File: src/zrpo_pkg.sv
package zrpo_pkg;
   localparam int unsigned CLK_HZ        = 250_000_000;
   localparam int unsigned AXIS_N        = 2;
   // Fixed high time above 100 kHz on the two-axis variant, interpolation bit clear
   localparam int unsigned HIGH_FIX_NS   = 2500;
   localparam int unsigned HIGH_FIX_CYC  = HIGH_FIX_NS / 4;
   localparam int unsigned FREQ_SPLIT_HZ = 100_000;
   localparam int unsigned FREQ_MAX_HZ   = 200_000;
   localparam int unsigned FREQ_MIN_HZ   = 1;
   // Register byte offsets
   localparam logic [7:0] OFS_CTRL0  = 8'h00;
   localparam logic [7:0] OFS_CTRL1  = 8'h04;
   localparam logic [7:0] OFS_ZSPD   = 8'h08;
   localparam logic [7:0] OFS_CSPD   = 8'h0C;
   localparam logic [7:0] OFS_ZCNT   = 8'h10;
   localparam logic [7:0] OFS_CFG    = 8'h14;
   localparam logic [7:0] OFS_STAT   = 8'h18;
   localparam logic [7:0] OFS_PV0    = 8'h1C;
   localparam logic [7:0] OFS_PV1    = 8'h20;
   localparam logic [7:0] OFS_FREQ0  = 8'h24;
   localparam logic [7:0] OFS_FREQ1  = 8'h28;
   // Field positions in the command words
   localparam int unsigned BIT_ZRQ   = 4;
   localparam int unsigned BIT_SUBT  = 0;
   localparam int unsigned BIT_INSTR = 1;
   localparam int unsigned BIT_DIR   = 2;
   localparam int unsigned BIT_INTP  = 3;
   // Reset values
   localparam logic [17:0] ZSPD_RST  = 18'h03E80;
   localparam logic [17:0] CSPD_RST  = 18'h00064;
   localparam logic [15:0] ZCNT_RST  = 16'h0001;
   typedef enum logic [4:0] {
      ZRPO_IDLE  = 5'b00001,
      ZRPO_FAST  = 5'b00010,
      ZRPO_CREEP = 5'b00100,
      ZRPO_DRIVE = 5'b01000,
      ZRPO_DONE  = 5'b10000
   } zrpo_state_e;
endpackage : zrpo_pkg

File: src/zrpo_top.sv
`timescale 1ns/10ps
// Functional notes
// - Waveform chosen from frequency and the per-axis interpolation bit
// - Interpolated two-axis waveform, 1 Hz-100 kHz
// - Single-axis pulses 50/50 up to 200 kHz
// - Two-axis above 100 kHz, interpolation bit clear: fixed 2.5 us high
// - Two-axis up to 100 kHz: 50/50 duty
// - Present value follows emitted forward/reverse pulses
// - Present value cleared at power-up
// - Zero return at set direction and speed
// - Near-point switch drops speed to creep
// - Count zero pulses, stop, flag complete
// - Request pin: manual always, auto at end
// - Instruction ignored manual, runs in automatic
// - Subtask relay starts return only in automatic
// - Host bit 4 accepted like request pin
// - Per-axis completion flag on finish
// - New command clears flag until finish
// - Completion survives manual to automatic switch
// - Instruction relays watched constantly in automatic
// - Zero pulse read only running, after near-point
// - Near-point read before and during return
// - X00-X07 read only during interrupt instructions
// - Parameter-assigned inputs watched always in automatic
module zrpo_top
   import zrpo_pkg::*;
#(
   parameter int unsigned TWO_AXIS = 1
)(
   input  wire logic        aclk,
   input  wire logic        aresetn,
   input  wire logic [7:0]  s_axi_awaddr,
   input  wire logic        s_axi_awvalid,
   output logic             s_axi_awready,
   input  wire logic [31:0] s_axi_wdata,
   input  wire logic [3:0]  s_axi_wstrb,
   input  wire logic        s_axi_wvalid,
   output logic             s_axi_wready,
   output logic [1:0]       s_axi_bresp,
   output logic             s_axi_bvalid,
   input  wire logic        s_axi_bready,
   input  wire logic [7:0]  s_axi_araddr,
   input  wire logic        s_axi_arvalid,
   output logic             s_axi_arready,
   output logic [31:0]      s_axi_rdata,
   output logic [1:0]       s_axi_rresp,
   output logic             s_axi_rvalid,
   input  wire logic        s_axi_rready,
   input  wire logic        manual_mode_input,
   input  wire logic        stop_input,
   input  wire logic        end_step_idle,
   input  wire logic [1:0]  interrupt_instr_active,
   input  wire logic [1:0]  zero_return_request,
   input  wire logic [1:0]  near_point_input,
   input  wire logic [1:0]  zero_point_pulse_input,
   input  wire logic [1:0]  servo_ready_input,
   input  wire logic [1:0]  servo_positioning_done_input,
   input  wire logic [1:0]  forward_limit_switch,
   input  wire logic [1:0]  reverse_limit_switch,
   input  wire logic [7:0]  fast_inputs,
   input  wire logic [7:0]  param_inputs,
   output logic [1:0]       forward_pulse,
   output logic [1:0]       reverse_pulse,
   output logic [1:0]       zero_return_complete,
   output logic [1:0]       axis_running,
   output logic [7:0]       fast_inputs_latched,
   output logic [7:0]       param_inputs_seen
);
   localparam int unsigned NIN = 11;
   typedef struct packed {
      logic [NIN-1:0][1:0] sy1;
      logic [NIN-1:0][1:0] sy2;
      logic [7:0]          fx1;
      logic [7:0]          fx2;
      logic [7:0]          px1;
      logic [7:0]          px2;
      logic                aw_h;
      logic [7:0]          aw_a;
      logic                w_h;
      logic [31:0]         w_d;
      logic                w_s;
      logic                bv;
      logic                rv;
      logic [31:0]         rd;
      logic [1:0][7:0]     ctrl;
      logic [17:0]         zspd;
      logic [17:0]         cspd;
      logic [15:0]         zcnt;
      logic [1:0]          dir;
      logic [1:0]          intp;
      logic [1:0][17:0]    freq;
      logic [1:0]          done;
      logic [1:0]          done_ok;
      logic [1:0][4:0]     st;
      logic [1:0][31:0]    pv;
      logic [1:0][15:0]    pcnt;
      logic [1:0]          pg_prev;
      logic [1:0]          np_seen;
      logic [1:0][31:0]    acc;
      logic [1:0][31:0]    hcnt;
      logic [1:0]          phase;
      logic [1:0]          jog_forward_input;
      logic [1:0]          fp;
      logic [1:0]          rp;
      logic [7:0]          fxl;
      logic [7:0]          pxl;
   } zrpo_s;
   zrpo_s q, d;

   // Synchronised views: index 0 mode,1 stop,2 end,3 intr,4 zreq,5 np,
   // 6 pg,7 rdy,8 pdone,9 fwd limit,10 rev limit
   // Limits are merged after the flops so no gate sees a raw pin
   logic [NIN-1:0][1:0] raw;
   always_comb
   begin
      raw[0] = {1'b0, manual_mode_input};
      raw[1] = {1'b0, stop_input};
      raw[2] = {1'b0, end_step_idle};
      raw[3] = interrupt_instr_active;
      raw[4] = zero_return_request;
      raw[5] = near_point_input;
      raw[6] = zero_point_pulse_input;
      raw[7] = servo_ready_input;
      raw[8] = servo_positioning_done_input;
      raw[9]  = forward_limit_switch;
      raw[10] = reverse_limit_switch;
   end

   logic        manual;
   logic        aw_go;
   logic        ar_go;
   logic [31:0] rmux;

   always_comb
   begin
      manual = q.sy2[0][0];
      aw_go  = q.aw_h && q.w_h && !q.bv;
      ar_go  = s_axi_arvalid && !q.rv;
      if (s_axi_araddr == OFS_CTRL0)
         rmux = {24'h000000, q.ctrl[0]};
      else if (s_axi_araddr == OFS_CTRL1)
         rmux = {24'h000000, q.ctrl[1]};
      else if (s_axi_araddr == OFS_ZSPD)
         rmux = {14'h0000, q.zspd};
      else if (s_axi_araddr == OFS_CSPD)
         rmux = {14'h0000, q.cspd};
      else if (s_axi_araddr == OFS_ZCNT)
         rmux = {16'h0000, q.zcnt};
      else if (s_axi_araddr == OFS_CFG)
         rmux = {28'h0000000, q.intp, q.dir};
      else if (s_axi_araddr == OFS_STAT)
         rmux = {20'h00000, q.st[1], q.st[0], q.done};
      else if (s_axi_araddr == OFS_PV0)
         rmux = q.pv[0];
      else if (s_axi_araddr == OFS_PV1)
         rmux = q.pv[1];
      else if (s_axi_araddr == OFS_FREQ0)
         rmux = {14'h0000, q.freq[0]};
      else if (s_axi_araddr == OFS_FREQ1)
         rmux = {14'h0000, q.freq[1]};
      else
         rmux = 32'h00000000;
   end

   always_comb
   begin
      logic [1:0]  start;
      logic        run;
      logic        idle_ok;
      logic [31:0] half;
      logic [31:0] period;
      logic [31:0] hi;
      logic        pulse_now;
      logic        np;
      logic        pg;
      logic        wr;
      logic [7:0]  wa;
      logic        lim;
      start     = 2'b00;
      run       = 1'b0;
      idle_ok   = 1'b0;
      half      = 32'h00000000;
      period    = 32'h00000000;
      hi        = 32'h00000000;
      pulse_now = 1'b0;
      np        = 1'b0;
      pg        = 1'b0;
      wr        = 1'b0;
      wa        = 8'h00;
      lim       = 1'b0;
      d         = q;
      d.sy1     = raw;
      d.sy2     = q.sy1;
      d.fx1     = fast_inputs;
      d.fx2     = q.fx1;
      d.px1     = param_inputs;
      d.px2     = q.px1;
      // Bus slave: address and data may arrive in either order
      if (s_axi_awvalid && !q.aw_h)
      begin
         d.aw_h = 1'b1;
         d.aw_a = s_axi_awaddr;
      end
      if (s_axi_wvalid && !q.w_h)
      begin
         d.w_h = 1'b1;
         d.w_d = s_axi_wdata;
         d.w_s = s_axi_wstrb[0];
      end
      if (aw_go)
      begin
         wr     = q.w_s;
         wa     = q.aw_a;
         d.aw_h = 1'b0;
         d.w_h  = 1'b0;
         d.bv   = 1'b1;
      end
      if (q.bv && s_axi_bready)
         d.bv = 1'b0;
      if (ar_go)
      begin
         d.rv = 1'b1;
         d.rd = rmux;
      end
      else if (q.rv && s_axi_rready)
         d.rv = 1'b0;
      // Command words self-clear, so each write is one start event
      d.ctrl[0] = 8'h00;
      d.ctrl[1] = 8'h00;
      if (wr)
      begin
         if (wa == OFS_CTRL0)
            d.ctrl[0] = q.w_d[7:0];
         else if (wa == OFS_CTRL1)
            d.ctrl[1] = q.w_d[7:0];
         else if (wa == OFS_ZSPD)
            d.zspd = q.w_d[17:0];
         else if (wa == OFS_CSPD)
            d.cspd = q.w_d[17:0];
         else if (wa == OFS_ZCNT)
            d.zcnt = q.w_d[15:0];
         else if (wa == OFS_CFG)
         begin
            d.dir  = q.w_d[1:0];
            d.intp = q.w_d[3:2];
         end
      end
      // Fast inputs latched only during interrupt instructions
      if (!manual && q.sy2[3][0] && (q.st[0] != ZRPO_IDLE))
         d.fxl = q.fx2;
      if (!manual)
         d.pxl = q.px2;
      idle_ok = manual || q.sy2[2][0];
      for (int a = 0; a < AXIS_N; a++)
      begin
         np = q.sy2[5][a];
         pg = q.sy2[6][a];
         lim = q.sy2[9][a] || q.sy2[10][a];
         start[a] = (q.sy2[4][a] && idle_ok)
            || (q.ctrl[a][BIT_ZRQ] && idle_ok)
            || (!manual && q.ctrl[a][BIT_SUBT])
            || (!manual && q.ctrl[a][BIT_INSTR]);
         if (a == 1 && TWO_AXIS == 0)
            start[a] = 1'b0;
         run = (q.st[a] == ZRPO_FAST) || (q.st[a] == ZRPO_CREEP);
         d.pg_prev[a] = pg;
         case (q.st[a])
            ZRPO_IDLE:
            begin
               d.freq[a] = 18'h00000;
               if (start[a] && q.sy2[7][a] && !lim)
               begin
                  d.done[a]    = 1'b0;
                  d.done_ok[a] = 1'b0;
                  d.jog_forward_input[a]     = !q.dir[a];
                  d.np_seen[a] = np;
                  d.pcnt[a]    = 16'h0000;
                  d.st[a]      = np ? ZRPO_CREEP : ZRPO_FAST;
               end
            end
            ZRPO_FAST:
            begin
               d.freq[a] = q.zspd;
               if (np)
               begin
                  d.np_seen[a] = 1'b1;
                  d.st[a]      = ZRPO_CREEP;
               end
            end
            ZRPO_CREEP:
            begin
               d.freq[a] = q.cspd;
               if (q.np_seen[a] && pg && !q.pg_prev[a])
               begin
                  d.pcnt[a] = q.pcnt[a] + 16'h0001;
                  if (q.pcnt[a] + 16'h0001 >= q.zcnt)
                     d.st[a] = ZRPO_DRIVE;
               end
            end
            ZRPO_DRIVE:
            begin
               d.freq[a] = 18'h00000;
               // Done is stale until the last high time has ended
               if (!q.phase[a])
               begin
                  d.done_ok[a] = q.sy2[8][a];
                  if (q.sy2[8][a])
                     d.st[a] = ZRPO_DONE;
               end
            end
            default:
            begin
               d.done[a] = 1'b1;
               d.st[a]   = ZRPO_IDLE;
            end
         endcase
         if (run && (q.sy2[1][0] || !q.sy2[7][a] || lim))
         begin
            d.st[a]   = ZRPO_IDLE;
            d.freq[a] = 18'h00000;
         end
         // Phase accumulator: waveform depends on frequency and the interpolation bit
         period = (q.freq[a] == 18'h00000) ? 32'h00000000
                  : 32'(CLK_HZ / q.freq[a]);
         half   = period >> 1;
         if (TWO_AXIS != 0 && !q.intp[a] && q.freq[a] > FREQ_SPLIT_HZ)
            hi = HIGH_FIX_CYC;
         else
            hi = half;
         pulse_now = 1'b0;
         if (!run || period == 32'h00000000)
         begin
            d.acc[a]   = 32'h00000000;
            d.phase[a] = 1'b0;
            // A cut train still ends its last high time at full width
            if (q.phase[a] && q.acc[a] < q.hcnt[a])
            begin
               d.acc[a]   = q.acc[a] + 32'h00000001;
               d.phase[a] = 1'b1;
            end
         end
         else if (q.acc[a] + 32'h00000001 >= period)
            d.acc[a] = 32'h00000000;
         else
         begin
            d.acc[a] = q.acc[a] + 32'h00000001;
            if (q.acc[a] == 32'h00000000)
               pulse_now = 1'b1;
         end
         if (run && period != 32'h00000000)
         begin
            d.phase[a] = q.acc[a] < hi;
            d.hcnt[a]  = hi;
         end
         d.fp[a] = d.phase[a] && q.jog_forward_input[a];
         d.rp[a] = d.phase[a] && !q.jog_forward_input[a];
         if (pulse_now)
            d.pv[a] = q.jog_forward_input[a] ? q.pv[a] + 32'h00000001
                               : q.pv[a] - 32'h00000001;
      end
   end

   always_ff @(posedge aclk)
   begin
      if (!aresetn)
      begin
         q      <= '0; // Present value cleared at power-up
         q.st   <= {ZRPO_IDLE, ZRPO_IDLE};
         q.zspd <= ZSPD_RST;
         q.cspd <= CSPD_RST;
         q.zcnt <= ZCNT_RST;
      end
      else
         q <= d;
   end

   assign s_axi_awready        = !q.aw_h;
   assign s_axi_wready         = !q.w_h;
   assign s_axi_bvalid         = q.bv;
   assign s_axi_bresp          = 2'b00;
   assign s_axi_arready        = !q.rv;
   assign s_axi_rvalid         = q.rv;
   assign s_axi_rdata          = q.rd;
   assign s_axi_rresp          = 2'b00;
   assign forward_pulse        = q.fp;
   assign reverse_pulse        = q.rp;
   assign zero_return_complete = q.done;
   assign axis_running         = {q.st[1] inside {ZRPO_FAST, ZRPO_CREEP},
                                  q.st[0] inside {ZRPO_FAST, ZRPO_CREEP}};
   assign fast_inputs_latched  = q.fxl;
   assign param_inputs_seen    = q.pxl;
endmodule : zrpo_top

File: config.mk
export PLATFORM = sky130hd
export DESIGN_NAME = zrpo_top
export DESIGN_NICKNAME = d
export VERILOG_FILES = /design/src/zrpo_pkg.sv /design/src/zrpo_top.sv
export SDC_FILE = /design/constraint.sdc
export NUM_CORES = 2
export LEC_CHECK = 0
export BUFFER_PORTS_ARGS = -buffer_cell sky130_fd_sc_hd__buf_2
export CAP_MARGIN = 20
export CELL_PAD_IN_SITES_DETAIL_PLACEMENT = 0
export CELL_PAD_IN_SITES_GLOBAL_PLACEMENT = 2
export CORE_MARGIN = 3
export CORE_UTILIZATION = 31
export DETAILED_ROUTE_END_ITERATION = 8
export GPL_TIMING_DRIVEN = 0
export PLACE_DENSITY = 0.68
export SLEW_MARGIN = 20
export SYNTH_ARGS = -nofsm -noshare
export SYNTH_HDL_FRONTEND = slang
export SYNTH_SLANG_ARGS = --single-unit
export TNS_END_PERCENT = 100
File: constraint.sdc
create_clock -name aclk -period 258.3 [get_ports aclk]
set_input_delay 38.745 -clock aclk [delete_from_list [all_inputs] [get_ports aclk]]
set_output_delay 38.745 -clock aclk [all_outputs]
set_load 0.005 [all_outputs]
==> results_dict.tcl <==
set metrics [dict create \
    finClkSkew_ns 0.0848 \
    first_pass_iters 7 \
    track_usage_pct 22.2 \
    start_util_pct 31.2 \
    seq_area_frac_synth_pct 12.6 \
    cts_tree "yes" \
    final_cell_mix "nand2_1, ha_1, nor2_1, a21oi_1, o21ai_0" \
    clk_path_buf_depth 3 \
    min_period_ns 114.51 \
    worstPathMaxFanout 10 \
    clock_latency_ns 0.67 \
    final_antenna_net_count 0 \
    num_vias 81200 \
    tns_ns 0 \
    placed_cells_incl_taps 14400 \
    hp-class "reg -> reg" \
    hold_violations 0 \
    layout_commonest_cell "nand2_1" \
    std_cell_rows 185 \
    synth_cell_type_count 136 \
    drcViolationCount 0 \
    synth_warnings 0 \
    start_kind "flop" \
    regArea_um2 9990 \
    critical-path-max-stage-delay_ns 0.83 \
    worst_slew_pin_slew_ns 1.10 \
    critPathCaptureType "flop" \
    cts_max_level 2 \
    rsz0062_at_grt "no" \
    status "finished, final reports clean" \
    grt_pass1_vias 77900 \
    clk_pin_slew_worst_paths_ns 0.07 \
    hold_buffers 0 \
    cts-root-buf "clkbuf_16" \
    slew_viol_final 0 \
    holdWs_ns 0.430 \
    die_h_um 512 \
    syn-instance-count 10900 \
    port-buffer-count 136 \
    synth_seq_cells 499 \
    nets 12200 \
    place_hpwl_mm 254 \
    drv_cap 0 \
    synth-edff-count 0 \
    routed_wl_mm 306 \
    crit_start "q[284]" \
    grt_max_degree 34 \
    utilization_pct 34.2 \
    fp.dieW_um 512 \
    dr.first_iter.drc_count 4916 \
    min_from "d[485]" \
    drive_gt1_share_pct 7.42 \
    setup_viol 0 \
    fillers 27200 \
    setup.worst_path.class "reg -> reg" \
    gp_congestion 0.885 \
    coreArea_um2 254000 \
    area_growth_syn_to_layout_pct 9.80 \
    overflow 0 \
    r2r_start "q[284]" \
    cts.sinks 499 \
    async_flop_share_pct 0 \
    ios 159 \
    finalCritPeriodShare_pct 44.3 \
    crit_top_cell "o21a_1" \
    via_per_inst 5.60 \
    slowest_stage "buf_1" \
    final_cells 14500 \
    critPathRequiredTime_ns 258.79 \
    die_area_um2 262000 \
    arrival_ns 114.99 \
    cts_buffers 57 \
    netlist_area_um2 79300 \
    syn_avg_cell_area_um2 7.31 \
    multi_input_area_um2 65800 \
    relSlewSlack_pct 26.9 \
    routedWlPerCell_um 21.1 \
    post_cts_buffers 0 \
    grt_pass1_wl_mm 467 \
    grt_antenna_before_repair 7 \
    synth_ff_type "dfxtp_1" \
    post_cts_resized 0 \
    fmax_mhz 8.73 \
]
==> cells in the mapped netlist, types with 105 or more instances <==
master / number / share of area [%]
o21a_1: 300 / 2.8
o31ai_1: 152 / 1.4
clkbuf_1: 260 / 1.2
nand3_1: 252 / 1.6
mux2i_1: 189 / 2.4
inv_1: 454 / 2.1
a21o_1: 316 / 3.0
nand2_1: 1057 / 5.0
nand2b_1: 249 / 2.0
and3_1: 128 / 1.0
dfxtp_1: 499 / 13
and2_1: 258 / 2.0
nor3_1: 277 / 1.7
a21oi_1: 811 / 5.1
a31oi_1: 105 / 0.83
xnor2_1: 456 / 5.0
ha_1: 1056 / 17
nor2b_1: 348 / 2.7
xor2_1: 193 / 2.1
nor2_1: 892 / 4.2
nand4_1: 108 / 0.85
mux2_2: 173 / 2.5
o21ai_0: 743 / 4.7
==> per-layer routing <==
metal  global-route usage, %  share of wire [%]  up-vias  wire (um)
met5                       0                  0        -          0
met4                    4.57                2.2        0       6770
met3                    1.60                3.5      276      10800
met2                    38.6                 47     1608     144000
met1                    30.0                 47    39000     144000
li1                        -                  -    40300          -
==> critical path, delay by kind of cell (launching register included) <==
kind / cells / cell delay, ns
buffers and inverters: 58 / 25.29
DFF: 1 / 0.30
adders and majority gates: 30 / 9.22
and+or+nand+nor: 103 / 20.60
muxes: 9 / 3.39
AOI/OAI and AO/OA: 239 / 55.24
==> per-stage QoR <==
step	cell area [um2]	worst slack (ns)
floorplan	79300	173.03
global placement	84200	142.92
detailed placement	85000	144.19
CTS	87000	143.66
global route	87100	134.78
finish	87100	143.80
==> cell families (layout without fill, tap and decap cells) <==
group / Yosys count / count (layout) / synth area share, %
buffers and inverters: 862 / 1135 / 4.50
muxes: 375 / 375 / 5.06
and+or+nand+nor: 3991 / 3991 / 25.3
DFF: 499 / 499 / 12.6
other: 1 / 11 / 0.00473
AOI/OAI and AO/OA: 3419 / 3419 / 28.7
xor gates and xnor gates: 649 / 649 / 7.17
adders and majority gates: 1058 / 1058 / 16.7
==> final timing paths <==
check / cells past startpoint / endpoint / slack (ns)
min reg2reg: 1 / q[485] / 0.43
min: 1 / q[485] / 0.43
max: 439 / q[230] / 143.80
max reg2reg: 439 / q[230] / 143.80
==> registers in the layout, indices dropped and copies added, names as in the netlist <==
register	count
s_axi_rdata	32
reverse_pulse	2
fast_inputs_latched	8
q	406
param_inputs_seen	8
s_axi_rvalid	1
d	36
forward_pulse	2
manual	1
zero_return_complete	2
s_axi_bvalid	1
==> cell type report <==
cell class              count  share of cell area, %
repair buffers            172                   1.70
clock buffers              79                   1.90
diodes                      3                0.00862
inverters                 456                   1.97
multi-input cells        9500                   75.6
flip-flops and latches    499                   11.5
clock inverters            22                  0.391
plain buffers             406                   2.13
well taps                3366                   4.84
Power is not shown: default switching activity piles up to over one toggle a cycle in this logic, so the estimate is an artifact.
